[config.mk]
export PLATFORM = sky130hd
export DESIGN_NAME = aic_top
export DESIGN_NICKNAME = d
export VERILOG_FILES = /design/src/common/aic_pkg.sv /design/src/verilog/aic_fifo.sv /design/src/verilog/aic_top.sv
export VERILOG_INCLUDE_DIRS = /design/src /design/src/common
export SDC_FILE = /design/constraint.sdc
export NUM_CORES = 2
export LEC_CHECK = 0
export BUFFER_PORTS_ARGS = -buffer_cell sky130_fd_sc_hd__buf_2
export CAP_MARGIN = 0
export CORE_MARGIN = 10
export CORE_UTILIZATION = 39
export CTS_BUF_LIST = sky130_fd_sc_hd__clkbuf_4
export CTS_CLUSTER_SIZE = 8
export DETAILED_ROUTE_END_ITERATION = 10
export PLACE_DENSITY_LB_ADDON = 0.15
export SETUP_SLACK_MARGIN = 0.05
export SYNTH_ARGS = -nofsm -noshare
export SYNTH_HDL_FRONTEND = slang
export SYNTH_SLANG_ARGS = --single-unit
[constraint.sdc]
create_clock -name CLK_SYS_I -period 46.9 [get_ports CLK_SYS_I]
set_input_delay 7.035 -clock CLK_SYS_I [delete_from_list [all_inputs] [get_ports CLK_SYS_I]]
set_output_delay 7.035 -clock CLK_SYS_I [all_outputs]
set_load 0.005 [all_outputs]
[src/common/aic_params.svh]
// Constants of the analog input conditioning block
`ifndef AIC_PARAMS_SVH
`define AIC_PARAMS_SVH
`define AIC_CLK_HZ        50000000
`define AIC_SCAN_MS       20
`define AIC_SCAN_CYC      ((`AIC_CLK_HZ / 1000) * `AIC_SCAN_MS)
`define AIC_SEC_CYC       (`AIC_CLK_HZ)
`define AIC_NSAMP         10
`define AIC_FIFO_DEPTH    32
`define AIC_CH_MAX        6'h20
`define AIC_FILT_MAX      4'hA
`define AIC_DEF_CHANNEL   6'h01
`define AIC_DEF_OFFSET    16'h0000
`define AIC_DEF_SCALE     16'h0064
`define AIC_DEF_FLOOR     16'h8000
`define AIC_DEF_CEIL      16'h7FFF
`define AIC_DEF_THRESH    16'h8000
`define AIC_DEF_DEADBAND  16'h0002
`define AIC_DEF_FILTER    4'h1
`define AIC_DEF_MAXTIME   8'hF0
`define AIC_RAW_FULL      12'hFFF
`define AIC_RAW_ZERO      12'h000
`define AIC_SPAN_10V      16'h2710
`define AIC_SPAN_5V       16'h1388
`define AIC_CRC_INIT      16'hFFFF
`define AIC_CRC_POLY      16'hA001
`define AIC_ST_OK         8'h00
`define AIC_ST_OVER       8'h01
`define AIC_ST_UNDER      8'h02
`define AIC_ST_CFGCHG     8'h03
`define AIC_ST_CRCERR     8'h04
`define AIC_TEXT_DEPTH    45
`define AIC_TEXT_LAST     6'h2C
`define AIC_ASCII_LO      8'h20
`define AIC_ASCII_HI      8'h7E
`endif

[src/common/aic_pkg.sv]
// Types of the analog input conditioning block
package aic_pkg;
    typedef enum logic [1:0] {
        AIC_MODE_REAL = 2'h0,
        AIC_MODE_INT  = 2'h1,
        AIC_MODE_V10  = 2'h2,
        AIC_MODE_V5   = 2'h3
    } aic_mode_t;
    typedef enum logic [1:0] {
        AIC_PRIO_NO   = 2'h0,
        AIC_PRIO_LOW  = 2'h1,
        AIC_PRIO_HIGH = 2'h2
    } aic_prio_t;
    typedef enum logic [3:0] {
        AIC_S_IDLE = 4'h1,
        AIC_S_WAIT = 4'h2,
        AIC_S_CALC = 4'h4,
        AIC_S_POST = 4'h8
    } aic_state_t;
endpackage

[src/verilog/aic_fifo.sv]
// Report FIFO with valid/ready on both sides
`timescale 1ns/1ps
`default_nettype none
module aic_fifo #(
    parameter int WIDTH = 34,
    parameter int DEPTH = 32
) (
    input  wire logic             clk_i,
    input  wire logic             rst_n_i,
    input  wire logic             in_valid_i,
    output logic                  in_ready_o,
    input  wire logic [WIDTH-1:0] in_data_i,
    output logic                  out_valid_o,
    input  wire logic             out_ready_i,
    output logic [WIDTH-1:0]      out_data_o
);
    localparam int AW = $clog2(DEPTH);
    typedef struct packed {
        logic [DEPTH-1:0][WIDTH-1:0] mem;
        logic [AW-1:0]               wp;
        logic [AW-1:0]               rp;
        logic [AW:0]                 cnt;
    } aic_fifo_st_t;
    aic_fifo_st_t q;
    aic_fifo_st_t n;
    logic         push;
    logic         pop;

    assign in_ready_o  = (q.cnt != (AW + 1)'(DEPTH));
    assign out_valid_o = (q.cnt != '0);
    assign out_data_o  = q.mem[q.rp];
    assign push        = in_valid_i && in_ready_o;
    assign pop         = out_valid_o && out_ready_i;

    always_comb begin
        n = q;
        if (push) begin
            n.mem[q.wp] = in_data_i;
            n.wp        = (q.wp == (AW)'(DEPTH - 1)) ? '0 : q.wp + 1'b1;
        end
        if (pop) begin
            n.rp = (q.rp == (AW)'(DEPTH - 1)) ? '0 : q.rp + 1'b1;
        end
        n.cnt = q.cnt + (AW + 1)'(push) - (AW + 1)'(pop);
    end

    always_ff @(posedge clk_i or negedge rst_n_i) begin
        if (!rst_n_i) begin
            q <= '0;
        end else begin
            q <= n;
        end
    end
endmodule
`default_nettype wire

[src/verilog/aic_top.sv]
// Analog input point: scan, filter, scale, clamp, change detection and reporting
`timescale 1ns/1ps
`default_nettype none
`include "aic_params.svh"
module aic_top
    import aic_pkg::*;
#(
    parameter int SCAN_CYC = `AIC_SCAN_CYC,
    parameter int SEC_CYC  = `AIC_SEC_CYC
) (
    input  wire logic        CLK_SYS_I,
    input  wire logic        RSTN_I,
    input  wire logic        CFG_LOAD_I,
    input  wire logic [5:0]  CFG_CHANNEL_I,
    input  wire logic [1:0]  CFG_MODE_I,
    input  wire logic [15:0] CFG_OFFSET_I,
    input  wire logic [15:0] CFG_SCALE_I,
    input  wire logic [15:0] CFG_FLOOR_I,
    input  wire logic [15:0] CFG_CEIL_I,
    input  wire logic [15:0] CFG_THRESH_I,
    input  wire logic [15:0] CFG_DEADBAND_I,
    input  wire logic [3:0]  CFG_FILTER_I,
    input  wire logic [1:0]  CFG_PRIO_I,
    input  wire logic [7:0]  CFG_MAXTIME_I,
    input  wire logic [15:0] SYS_BIAS_I,
    input  wire logic [15:0] SYS_SCALE_I,
    input  wire logic        CRC_CHECK_I,
    input  wire logic [15:0] CRC_REF_I,
    input  wire logic        TEXT_WE_I,
    input  wire logic [5:0]  TEXT_ADDR_I,
    input  wire logic [7:0]  TEXT_DATA_I,
    output logic [7:0]       TEXT_RDATA_O,
    output logic             ADC_START_O,
    output logic [5:0]       ADC_CHAN_O,
    input  wire logic        ADC_DONE_I,
    input  wire logic [11:0] ADC_DATA_I,
    output logic             REPORT_VALID_O,
    input  wire logic        REPORT_READY_I,
    output logic [31:0]      REPORT_VALUE_O,
    output logic [1:0]       REPORT_PRIO_O,
    output logic [31:0]      VALUE_O,
    output logic [11:0]      SAMPLE_O,
    output logic [7:0]       COND_CODE_O,
    output logic [15:0]      CONFIG_CRC_O,
    output logic             COS_O,
    output logic [31:0]      LAST_CHANGE_O,
    output logic [31:0]      TIME_SEC_O
);
    localparam int NS = `AIC_NSAMP;
    typedef struct packed {
        aic_state_t                   st;
        logic [31:0]                  scan_cnt;
        logic [31:0]                  sec_cnt;
        logic [31:0]                  time_sec;
        logic [5:0]                   channel;
        aic_mode_t                    mode;
        logic [15:0]                  offset;
        logic [15:0]                  scale;
        logic [15:0]                  floor_v;
        logic [15:0]                  ceil_v;
        logic [15:0]                  thresh;
        logic [15:0]                  deadband;
        logic [3:0]                   filter;
        aic_prio_t                    prio;
        logic [7:0]                   maxtime;
        logic [NS-1:0][11:0]          samples;
        logic [3:0]                   nfill;
        logic [11:0]                  raw;
        logic [11:0]                  mean;
        logic [31:0]                  value;
        logic [31:0]                  last_rep;
        logic [7:0]                   rep_age;
        logic                         pend;
        logic [33:0]                  pend_data;
        logic                         cos;
        logic [31:0]                  last_change;
        logic [15:0]                  crc;
        logic                         cfg_chg;
        logic [7:0]                   cond;
        logic [`AIC_TEXT_DEPTH-1:0][7:0] text;
        logic [7:0]                   text_rd;
        logic                         adc_start;
        logic                         out_v;
        logic [33:0]                  out_data;
    } aic_st_t;
    aic_st_t             q;
    aic_st_t             n;
    logic                fifo_in_ready;
    logic                fifo_out_valid;
    logic                fifo_out_ready;
    logic [33:0]         fifo_out_data;
    logic [3:0]          navg;
    logic [15:0]         sum_w;
    logic [36:0]         quot_w;
    logic [15:0]         base_w;
    logic [15:0]         span_w;
    logic signed [28:0]  prod_w;
    logic signed [31:0]  p32_w;
    logic signed [31:0]  scaled_w;
    logic signed [31:0]  v1_w;
    logic signed [31:0]  v2_w;
    logic signed [31:0]  v3_w;
    logic signed [32:0]  diff_w;
    logic [32:0]         adiff_w;
    logic                due_w;
    logic [15:0]         crc_w;

    // Reciprocal of 2**20 rounded up; exact floor divide for sums below 2**16
    function automatic logic [20:0] f_recip(input logic [3:0] k);
        case (k)
            4'h2:    return 21'h08_0000;
            4'h3:    return 21'h05_5556;
            4'h4:    return 21'h04_0000;
            4'h5:    return 21'h03_3334;
            4'h6:    return 21'h02_AAAB;
            4'h7:    return 21'h02_4925;
            4'h8:    return 21'h02_0000;
            4'h9:    return 21'h01_C71D;
            4'hA:    return 21'h01_999A;
            default: return 21'h10_0000;
        endcase
    endfunction

    function automatic logic [15:0] f_sum(input logic [NS-1:0][11:0] s, input logic [3:0] k);
        logic [15:0] acc;
        acc = 16'h0000;
        for (int i = 0; i < NS; i++) begin
            if (4'(i) < k) begin
                acc = acc + 16'(s[i]);
            end
        end
        return acc;
    endfunction

    function automatic logic [15:0] f_crc(input logic [117:0] d);
        logic [15:0] c;
        c = `AIC_CRC_INIT;
        for (int i = 0; i < 118; i++) begin
            c = (c[0] ^ d[i]) ? ((c >> 1) ^ `AIC_CRC_POLY) : (c >> 1);
        end
        return c;
    endfunction

    // Fewer stored readings than the filter asks for are averaged as they stand
    assign navg     = (q.nfill < q.filter) ? q.nfill : q.filter;
    assign sum_w    = f_sum(q.samples, navg);
    assign quot_w   = 37'(sum_w) * 37'(f_recip(navg));
    assign prod_w   = $signed({1'b0, q.mean}) * $signed(span_w);
    assign p32_w    = 32'(prod_w);
    // Divide by full scale 4095 so that an all-ones sample yields the full span for spans up to 4096
    assign scaled_w = 32'($signed(base_w)) + ((p32_w + (p32_w >>> 12) + 32'sd1) >>> 12);
    assign v1_w     = (scaled_w < 32'($signed(q.floor_v))) ? 32'($signed(q.floor_v)) : scaled_w;
    assign v2_w     = (v1_w > 32'($signed(q.ceil_v))) ? 32'($signed(q.ceil_v)) : v1_w;
    assign v3_w     = (v2_w < 32'($signed(q.thresh))) ? 32'($signed(q.floor_v)) : v2_w;
    assign diff_w   = 33'(v3_w) - 33'($signed(q.last_rep));
    assign adiff_w  = diff_w[32] ? 33'(-diff_w) : 33'(diff_w);
    assign due_w    = (q.maxtime != 8'h00) && (q.rep_age >= q.maxtime);
    assign crc_w    = f_crc({q.channel, q.mode, q.offset, q.scale, q.floor_v, q.ceil_v, q.thresh,
                             q.deadband, q.filter, q.prio, q.maxtime});
    assign fifo_out_ready = !q.out_v || REPORT_READY_I;

    always_comb begin
        unique case (q.mode)
            AIC_MODE_REAL: begin
                base_w = q.offset;
                span_w = q.scale;
            end
            AIC_MODE_INT: begin
                base_w = SYS_BIAS_I;
                span_w = SYS_SCALE_I;
            end
            AIC_MODE_V10: begin
                base_w = 16'h0000;
                span_w = `AIC_SPAN_10V;
            end
            AIC_MODE_V5: begin
                base_w = 16'h0000;
                span_w = `AIC_SPAN_5V;
            end
        endcase
    end

    always_comb begin
        n           = q;
        n.adc_start = 1'b0;
        n.cos       = 1'b0;
        n.crc       = crc_w;
        // Free-running seconds time base and report age
        if (q.sec_cnt == 32'(SEC_CYC - 1)) begin
            n.sec_cnt  = 32'h0000_0000;
            n.time_sec = q.time_sec + 32'h0000_0001;
            if (q.rep_age != 8'hFF) begin
                n.rep_age = q.rep_age + 8'h01;
            end
        end else begin
            n.sec_cnt = q.sec_cnt + 32'h0000_0001;
        end
        // Out-of-range settings are refused and the old value kept
        if (CFG_LOAD_I) begin
            if (CFG_CHANNEL_I <= `AIC_CH_MAX) begin
                n.channel = CFG_CHANNEL_I;
            end
            if (CFG_FILTER_I != 4'h0 && CFG_FILTER_I <= `AIC_FILT_MAX) begin
                n.filter = CFG_FILTER_I;
            end
            if (CFG_PRIO_I != 2'h3) begin
                n.prio = aic_prio_t'(CFG_PRIO_I);
            end
            n.mode     = aic_mode_t'(CFG_MODE_I);
            n.offset   = CFG_OFFSET_I;
            n.scale    = CFG_SCALE_I;
            n.floor_v  = CFG_FLOOR_I;
            n.ceil_v   = CFG_CEIL_I;
            n.thresh   = CFG_THRESH_I;
            n.deadband = CFG_DEADBAND_I;
            n.maxtime  = CFG_MAXTIME_I;
        end
        // Text store: only printable bytes within the 45-byte area are kept
        if (TEXT_WE_I && TEXT_ADDR_I <= `AIC_TEXT_LAST
            && TEXT_DATA_I >= `AIC_ASCII_LO && TEXT_DATA_I <= `AIC_ASCII_HI) begin
            n.text[TEXT_ADDR_I] = TEXT_DATA_I;
        end
        n.text_rd = (TEXT_ADDR_I <= `AIC_TEXT_LAST) ? q.text[TEXT_ADDR_I] : 8'h00;
        // Scan timer keeps real time; a tick during a busy conversion is dropped
        if (q.scan_cnt == 32'(SCAN_CYC - 1)) begin
            n.scan_cnt = 32'h0000_0000;
            if (q.st == AIC_S_IDLE && q.channel != 6'h00) begin
                n.adc_start = 1'b1;
                n.st        = AIC_S_WAIT;
            end
        end else begin
            n.scan_cnt = q.scan_cnt + 32'h0000_0001;
        end
        unique case (q.st)
            AIC_S_IDLE: begin
            end
            AIC_S_WAIT: begin
                if (ADC_DONE_I) begin
                    n.raw     = ADC_DATA_I;
                    n.samples = {q.samples[NS-2:0], ADC_DATA_I};
                    n.nfill   = (q.nfill == 4'(NS)) ? q.nfill : q.nfill + 4'h1;
                    n.st      = AIC_S_CALC;
                end
            end
            AIC_S_CALC: begin
                n.mean = quot_w[31:20];
                n.st   = AIC_S_POST;
            end
            AIC_S_POST: begin
                n.value = v3_w;
                n.st    = AIC_S_IDLE;
                if (adiff_w >= 33'(q.deadband)) begin
                    n.cos         = 1'b1;
                    n.last_rep    = v3_w;
                    n.last_change = n.time_sec;
                end
                if ((n.cos || due_w) && q.prio != AIC_PRIO_NO) begin
                    n.pend_data = {q.prio, v3_w};
                    n.rep_age   = 8'h00;
                end
                if (q.raw == `AIC_RAW_FULL) begin
                    n.cond = `AIC_ST_OVER;
                end else if (q.raw == `AIC_RAW_ZERO) begin
                    n.cond = `AIC_ST_UNDER;
                end else begin
                    n.cond = `AIC_ST_OK;
                end
                n.cfg_chg = 1'b0;
            end
        endcase
        // A new report replaces a waiting one; set wins over the handshake clear
        if (q.pend && fifo_in_ready) begin
            n.pend = 1'b0;
        end
        if (q.st == AIC_S_POST && (n.cos || due_w) && q.prio != AIC_PRIO_NO) begin
            n.pend = 1'b1;
        end
        if (q.crc != crc_w) begin
            n.cfg_chg = 1'b1;
        end
        // Checksum error outranks config change, which outranks the range codes
        if (CRC_CHECK_I && crc_w != CRC_REF_I) begin
            n.cond = `AIC_ST_CRCERR;
        end else if (n.cfg_chg) begin
            n.cond = `AIC_ST_CFGCHG;
        end else if (q.st != AIC_S_POST && (q.cond == `AIC_ST_CRCERR || q.cond == `AIC_ST_CFGCHG)) begin
            n.cond = `AIC_ST_OK;
        end
        if (fifo_out_ready) begin
            n.out_v    = fifo_out_valid;
            n.out_data = fifo_out_data;
        end
    end

    always_ff @(posedge CLK_SYS_I or negedge RSTN_I) begin
        if (!RSTN_I) begin
            q          <= '0;
            q.st       <= AIC_S_IDLE;
            q.channel  <= `AIC_DEF_CHANNEL;
            q.mode     <= AIC_MODE_REAL;
            q.offset   <= `AIC_DEF_OFFSET;
            q.scale    <= `AIC_DEF_SCALE;
            q.floor_v  <= `AIC_DEF_FLOOR;
            q.ceil_v   <= `AIC_DEF_CEIL;
            q.thresh   <= `AIC_DEF_THRESH;
            q.deadband <= `AIC_DEF_DEADBAND;
            q.filter   <= `AIC_DEF_FILTER;
            q.prio     <= AIC_PRIO_HIGH;
            q.maxtime  <= `AIC_DEF_MAXTIME;
            q.crc      <= `AIC_CRC_INIT;
        end else begin
            q <= n;
        end
    end

    aic_fifo #(
        .WIDTH (34),
        .DEPTH (`AIC_FIFO_DEPTH)
    ) u_fifo (
        .clk_i       (CLK_SYS_I),
        .rst_n_i     (RSTN_I),
        .in_valid_i  (q.pend),
        .in_ready_o  (fifo_in_ready),
        .in_data_i   (q.pend_data),
        .out_valid_o (fifo_out_valid),
        .out_ready_i (fifo_out_ready),
        .out_data_o  (fifo_out_data)
    );

    assign TEXT_RDATA_O   = q.text_rd;
    assign ADC_START_O    = q.adc_start;
    assign ADC_CHAN_O     = q.channel;
    assign REPORT_VALID_O = q.out_v;
    assign REPORT_PRIO_O  = q.out_data[33:32];
    assign REPORT_VALUE_O = q.out_data[31:0];
    assign VALUE_O        = q.value;
    assign SAMPLE_O       = q.raw;
    assign COND_CODE_O    = q.cond;
    assign CONFIG_CRC_O   = q.crc;
    assign COS_O          = q.cos;
    assign LAST_CHANGE_O  = q.last_change;
    assign TIME_SEC_O     = q.time_sec;
endmodule
`default_nettype wire

* Yosys cells after proc, flatten, opt, wreduce, memory -nomap -nowiden *
Memories as Yosys holds them, arrays and structs flattened.
Cells that the tools add are included.

cells by class
  reduce and logical (&&, ||, !) cells = 38
  $lt $le $gt $ge = 26
  add/sub/neg operators = 23
  equal/unequal tests = 22
  multipliers = 2
  bitwise operators = 235
  mux-type cells = 173

operators with widths
  cell                                                                      number
  16-bit 2-to-1 mux                                                         127
  1088-bit bitwise mux                                                      1
  360-bit bitwise mux                                                       1
  2-bit inverter with 3-bit output                                          117
  32-bit 2-to-1 mux                                                         6
  34-bit binary-select mux with 5-bit select                                1
  34-bit demux with 5-bit select                                            1
  16-bit by 12-bit adder with 16-bit output                                 9
  33-bit 2-to-1 mux                                                         4
  1-bit XOR                                                                 117
  32-bit by 1-bit adder with 32-bit output (second input constant)          3
  8-bit 2-to-1 mux                                                          11
  34-bit 2-to-1 mux                                                         2
  16-bit one-hot mux with 4 select lines                                    1
  8-bit binary-select mux with 6-bit select                                 1
  8-bit demux with 6-bit select                                             1
  16-bit one-hot mux with 3 select lines                                    1
  33-bit by 16-bit >= comparator with 1-bit output                          1
  33-bit negation                                                           1
  32-bit by 32-bit subtractor with 33-bit output                            1
  32-bit by 20-bit equality test with 1-bit output (second input constant)  1
  32-bit by 26-bit equality test with 1-bit output (second input constant)  1
  32-bit by 16-bit greater-than comparator with 1-bit output                1
  32-bit by 16-bit < comparator with 1-bit output                           1
  other kinds (60)                                                          108

storage, ports and cells
  register bits after elaboration = 2027
  memory bits (read-only) = 336
  output and inout bits = 183
  logic and storage cells = 641
  bits of input ports = 199
  memories kept = 1

memories
  name             words  bits a word  read ports  clocked after Yosys merged registers in  write ports  line            text
  (no name shown)  16     21           1           0                                        0            aic_top.sv:110  case (k)

* Depth between registers and ports, before layout *
  word-level depth = 239
  gate-level depth with buffers = 129
  mapped depth without buffers = 121

* Cells and area by module *
Synthesis repeated with hierarchy kept, for this count alone.

second synthesis, totals
  cell total of the unflattened synthesis = 10723
  area, all modules = 121046.1 µm²

by module, submodules not included
  module    seq. area each (µm²)  instances  cells an instance  area an instance (µm²)
  aic_top   22127.5               1          7145               69700.6
  aic_fifo  27626.5               1          3578               51345.5

* Worst setup path before layout *
Ideal clock, no wire load.

  path kind = input to register
  from = in SYS_SCALE_I[5]
  to = reg q[474] in the netlist's numbering
  stages on the path = 118
  slack = 18219 ps
  data required time = 46775 ps
  arrival time = 28556 ps
  setup time = 125 ps
  path buffers = 6
  path through = mux2i_1 > nor2_1 > clkbuf_1 > nand2_1 > fa_1 > inv_1 > fa_1 > fa_1 > inv_1 > fa_1 > fa_1 > inv_1 > ha_1 > a21boi_0 > o21ai_0 > a21boi_0 > o21ai_0 > a21boi_0 > [82 not listed] > ha_1 > nor2b_1 > o21a_1 > o21a_1 > o21a_1 > o21a_1 > o21a_1 > o21a_1 > o21a_1 > o21a_1 > o21a_1 > o2111ai_1 > a31oi_1 > or3_1 > a211oi_2 > a311oi_2 > buf_6 > mux2_4

between the ends
  longest elaborated chain between the ends = 20

RTL lines
  element                                                     line            text
  start, declared                                             aic_top.sv:26   input wire logic [15:0] SYS_SCALE_I,
  16-bit one-hot mux with 4 select lines (*)                  aic_top.sv:163  unique case (q.mode)
  13-bit by 16-bit multiplier with 29-bit output (*)          aic_top.sv:148  assign prod_w = $signed({1'b0, q.mean}) * $signed(span_w);
  29-bit by 17-bit adder with 30-bit output (*)               aic_top.sv:151  assign scaled_w = 32'($signed(base_w)) + ((p32_w + (p32_w >>> 12) + 32'sd1) >>> 12);
  30-bit by 2-bit adder with 31-bit output (*)                aic_top.sv:151
  16-bit by 19-bit adder with 20-bit output (*)               aic_top.sv:151
  20-bit by 16-bit < comparator with 1-bit output             aic_top.sv:152  assign v1_w = (scaled_w < 32'($signed(q.floor_v))) ? 32'($signed(q.floor_v)) : scaled_w;
  32-bit 2-to-1 mux (*)                                       aic_top.sv:152
  32-bit by 16-bit greater-than comparator with 1-bit output  aic_top.sv:153  assign v2_w = (v1_w > 32'($signed(q.ceil_v))) ? 32'($signed(q.ceil_v)) : v1_w;
  [4 not listed]                                              n/a
  33-bit negation                                             aic_top.sv:156  assign adiff_w = diff_w[32] ? 33'(-diff_w) : 33'(diff_w);
  33-bit 2-to-1 mux                                           aic_top.sv:156
  33-bit by 16-bit >= comparator with 1-bit output            aic_top.sv:252  if (adiff_w >= 33'(q.deadband)) begin
  33-bit 2-to-1 mux                                           aic_top.sv:252
  33-bit 2-to-1 mux                                           aic_top.sv:234  unique case (q.st)
  1-bit logical OR                                            aic_top.sv:257  if ((n.cos || due_w) && q.prio != AIC_PRIO_NO) begin
  1-bit logical AND                                           aic_top.sv:257
  2-bit AND reduction (no source line)                        n/a
  end signal, assigned                                        aic_top.sv:312  q <= n;
  end, declared                                               aic_top.sv:86   aic_st_t q;

Mark *: on every way between the ends. The rest lies on a longest branch, timed or not. The select of a mux whose other input is x is not followed.
A chain may end at the register's enable or synchronous reset.

* Final worst setup path *
  from = in SYS_SCALE_I[5]
  to = reg q, in the netlist LAST_CHANGE_O[6]

between the ends
  longest elaborated chain between the ends = 17

RTL lines
  element                                                     line            text
  16-bit one-hot mux with 4 select lines (*)                  aic_top.sv:163
  13-bit by 16-bit multiplier with 29-bit output (*)          aic_top.sv:148
  29-bit by 17-bit adder with 30-bit output (*)               aic_top.sv:151
  30-bit by 2-bit adder with 31-bit output (*)                aic_top.sv:151
  16-bit by 19-bit adder with 20-bit output (*)               aic_top.sv:151
  20-bit by 16-bit < comparator with 1-bit output             aic_top.sv:152
  32-bit 2-to-1 mux (*)                                       aic_top.sv:152
  32-bit by 16-bit greater-than comparator with 1-bit output  aic_top.sv:153
  32-bit 2-to-1 mux (*)                                       aic_top.sv:153
  32-bit by 16-bit < comparator with 1-bit output             aic_top.sv:154  assign v3_w = (v2_w < 32'($signed(q.thresh))) ? 32'($signed(q.floor_v)) : v2_w;
  32-bit 2-to-1 mux (*)                                       aic_top.sv:154
  32-bit by 32-bit subtractor with 33-bit output (*)          aic_top.sv:155  assign diff_w = 33'(v3_w) - 33'($signed(q.last_rep));
  33-bit negation                                             aic_top.sv:156
  33-bit 2-to-1 mux (*)                                       aic_top.sv:156
  33-bit by 16-bit >= comparator with 1-bit output (*)        aic_top.sv:252
  2-bit inequality test (no source line) (*)                  n/a
  2-bit AND reduction (no source line) (*)                    n/a

Mark *: on every way between the ends. The rest lies on a longest branch, timed or not.

==> run metrics <==
Num CTS Buffers 445; Std-Cell Rows 187; global-route wire length before repair 473 mm; hold crit path type reg2reg; worst r2r path cells 121; hold slack 472 ps; endpoints failing hold 0; Tot GR Track Use 0.219; # IOs 382; Post-Syn Instances 9079; initial antenna violation count 16; Post-synth EDFFs 0; Worst-path clk slew 60 ps; Max Clock Freq 32.3 MHz; CP arrival 32100 ps; commonest non-fill, non-tap cell in the layout dfrtp_1; post-layout minimum cycle time 30920 ps; Max-Cap Viols 0; Distinct cells, synth 108; Post-CTS Hold Buffers 0; Worst R2R End LAST_CHANGE_O[6]; slew margin rel. 0.186; worst r2r src q[827]; worst hold path cell count 2; Layout Nets 10495; met3 wire length 14.7 mm; main flop type after synthesis dfrtp_1; Clock Sink Count 1590; status finished, final reports clean; Fillers 24995; Worst-Skew Late Latency 1420 ps; Residual DRC 0; DRT iter0 DRCs 4607; fraction of registers with async set/reset 1.00; Worst Hold Path EP REPORT_VALUE_O[17]; routability cong. 0.913; HPWL after DPL 219 mm; # port buffers 376; GRT overflow 0; Ys Warns 0; TritonRoute pass-1 iters 7; Slew Viols, Final 0; Post-CTS Setup Inserts 0; die height 531 um; ranking of synthesized cells by area dfrtp_1 38%, mux2_2 14%, fa_1 8.8%; top-area cell type share of the netlist area 0.380; Die W 531 um; via/cell ratio 5.34; Root Driver clkbuf_4; most frequent cells in the layout 1539 x dfrtp_1, 1241 x mux2_2, 805 x nand2_1, 730 x inv_1, 651 x clkbuf_4; placed cell count 12366; Setup crit end kind register; cts repair resizes 0; clk buf depth 4; Initial Util 0.392; Clock Skews 175 ps; WL/cell 23.7 um; die area 282000 um2; final instance area 112000 um2; #FFs+latches synth 1590; crit start category input pin; Antenna Nets Post-Route 0; CTS tree built; core area 260000 um2; most frequent CP cell o21ai_0; Met2 Wirelength 149 mm; layout cells sized above 1 0.291; via count 70321; register area share after synthesis 0.392; critical path class in2reg; period utilization 0.659; H-tree levels 5; WP data required 48070 ps; Post-Route WL 312 mm; largest net degree at the start of global routing 185; worst min-delay path startpoint REPORT_VALUE_O[17]; area grow syn2layout 9.95%; met1 WL 140 mm; slowest cell delay on critical path 760 ps; worst reg2reg setup slack 20690 ps; Avg Cell Area, Syn 11.2 um2; final setup vio count 0; Slew @ Worst Pin 1220 ps; worst-path fanout max 69; TNS Setup 0 ps; Yosys top cell by area dfrtp_1; Max Used Layer met5; RSZ-0062 raised after global routing no; non-filler cells in the finished layout 13176; slowest library cell on the worst path a21o_1; Area after DPL 106000 um2; Cell Area, Synth 102000 um2; vias in the first global route 73809
==> cell type report <==
class,count,area [um2],share of cell area
Inverter,735,2760,0.0247
Clock buffer,651,4890,0.0437
Antenna cell,10,25.0,0.000224
Clock inverter,149,821,0.00734
Timing Repair Buffer,520,3040,0.0272
Multi-Input combinational cell,6119,56300,0.503
Tap cell,3402,4260,0.0380
Sequential cell,1590,39900,0.356
==> logic make-up (layout without fill, tap and decap cells) <==
family,after synthesis,after routing,share of synthesized area
other cells,2,17,0.0000738
fa+ha+maj,886,886,0.142
mux,1610,1610,0.203
xor+xnor,586,586,0.0515
compound gates,1066,1066,0.0652
simple gates,1964,1964,0.0896
flops,1590,1590,0.392
buf+inv,1375,2055,0.0577
==> cell usage after synthesis, types with 26 or more instances <==
library cell  count
xor2_1          169
a21o_1           54
fa_1            445
a21oi_1         231
dfstp_2          45
buf_1            47
mux2_2         1241
o21a_1           52
nor4_1           26
ha_1            440
inv_1           731
nand3_1          95
dfrtp_1        1545
nand2b_1         49
mux2i_1         132
xnor2_1         405
nor2b_1          71
and3_1           61
a221oi_1         32
nand4_1          56
nor3_1           90
nand2_1         830
clkbuf_1        399
mux4_2          235
buf_4           180
a22oi_1          41
o21ai_0         409
and2_1          200
nor2_1          394
==> flip-flops by register name, indices dropped and copies added, names as in the netlist <==
signal and flops:
ADC_CHAN_O 6, LAST_CHANGE_O 32, ADC_START_O 1, u_fifo.q 720, REPORT_VALUE_O 20, REPORT_VALID_O 1, REPORT_PRIO_O 2, VALUE_O 20
CONFIG_CRC_O 16, TIME_SEC_O 32, COND_CODE_O 3, q 728, COS_O 1, TEXT_RDATA_O 8
==> worst max-delay path: cells and delay by family <==
family | cells | cell delay, ps
XOR/XNOR | 2 | 390
AND/OR/NAND/NOR | 23 | 3560
AO/OA/AOI/OAI | 68 | 13320
multiplexers | 4 | 1380
buffers and inverters | 10 | 1190
adder cells (fa/ha/maj) | 14 | 5130
==> metrics by stage <==
step                worst slack [ps]   util
CTS                            16450  0.431
detailed placement             15070  0.409
finish                         15980  0.431
global route                   13960  0.431
floorplan                      18220      -
global placement               15420  0.409
==> metal layers <==
metal / GRT usage / up-vias
met3: 0.0328 / 491
met1: 0.299 / 36248
met5: 0 / -
met2: 0.364 / 1718
li1: - / 31856
met4: 0.0574 / 8
==> worst max path at each step <==
stage	from	endpoint	slack [ps]	depth (start not counted)
floorplan	SYS_SCALE_I[5]	q[474]	18220	118
global placement	SYS_SCALE_I[5]	LAST_CHANGE_O[21]	15420	120
detailed placement	SYS_SCALE_I[5]	LAST_CHANGE_O[19]	15070	120
CTS	SYS_SCALE_I[5]	LAST_CHANGE_O[1]	16450	120
global route	SYS_SCALE_I[5]	LAST_CHANGE_O[6]	13960	121
finish	SYS_SCALE_I[5]	LAST_CHANGE_O[6]	15980	121
Power is left out: the tool's default activity adds up to more than one toggle a clock period on the data nets, which glitch-free logic cannot reach.
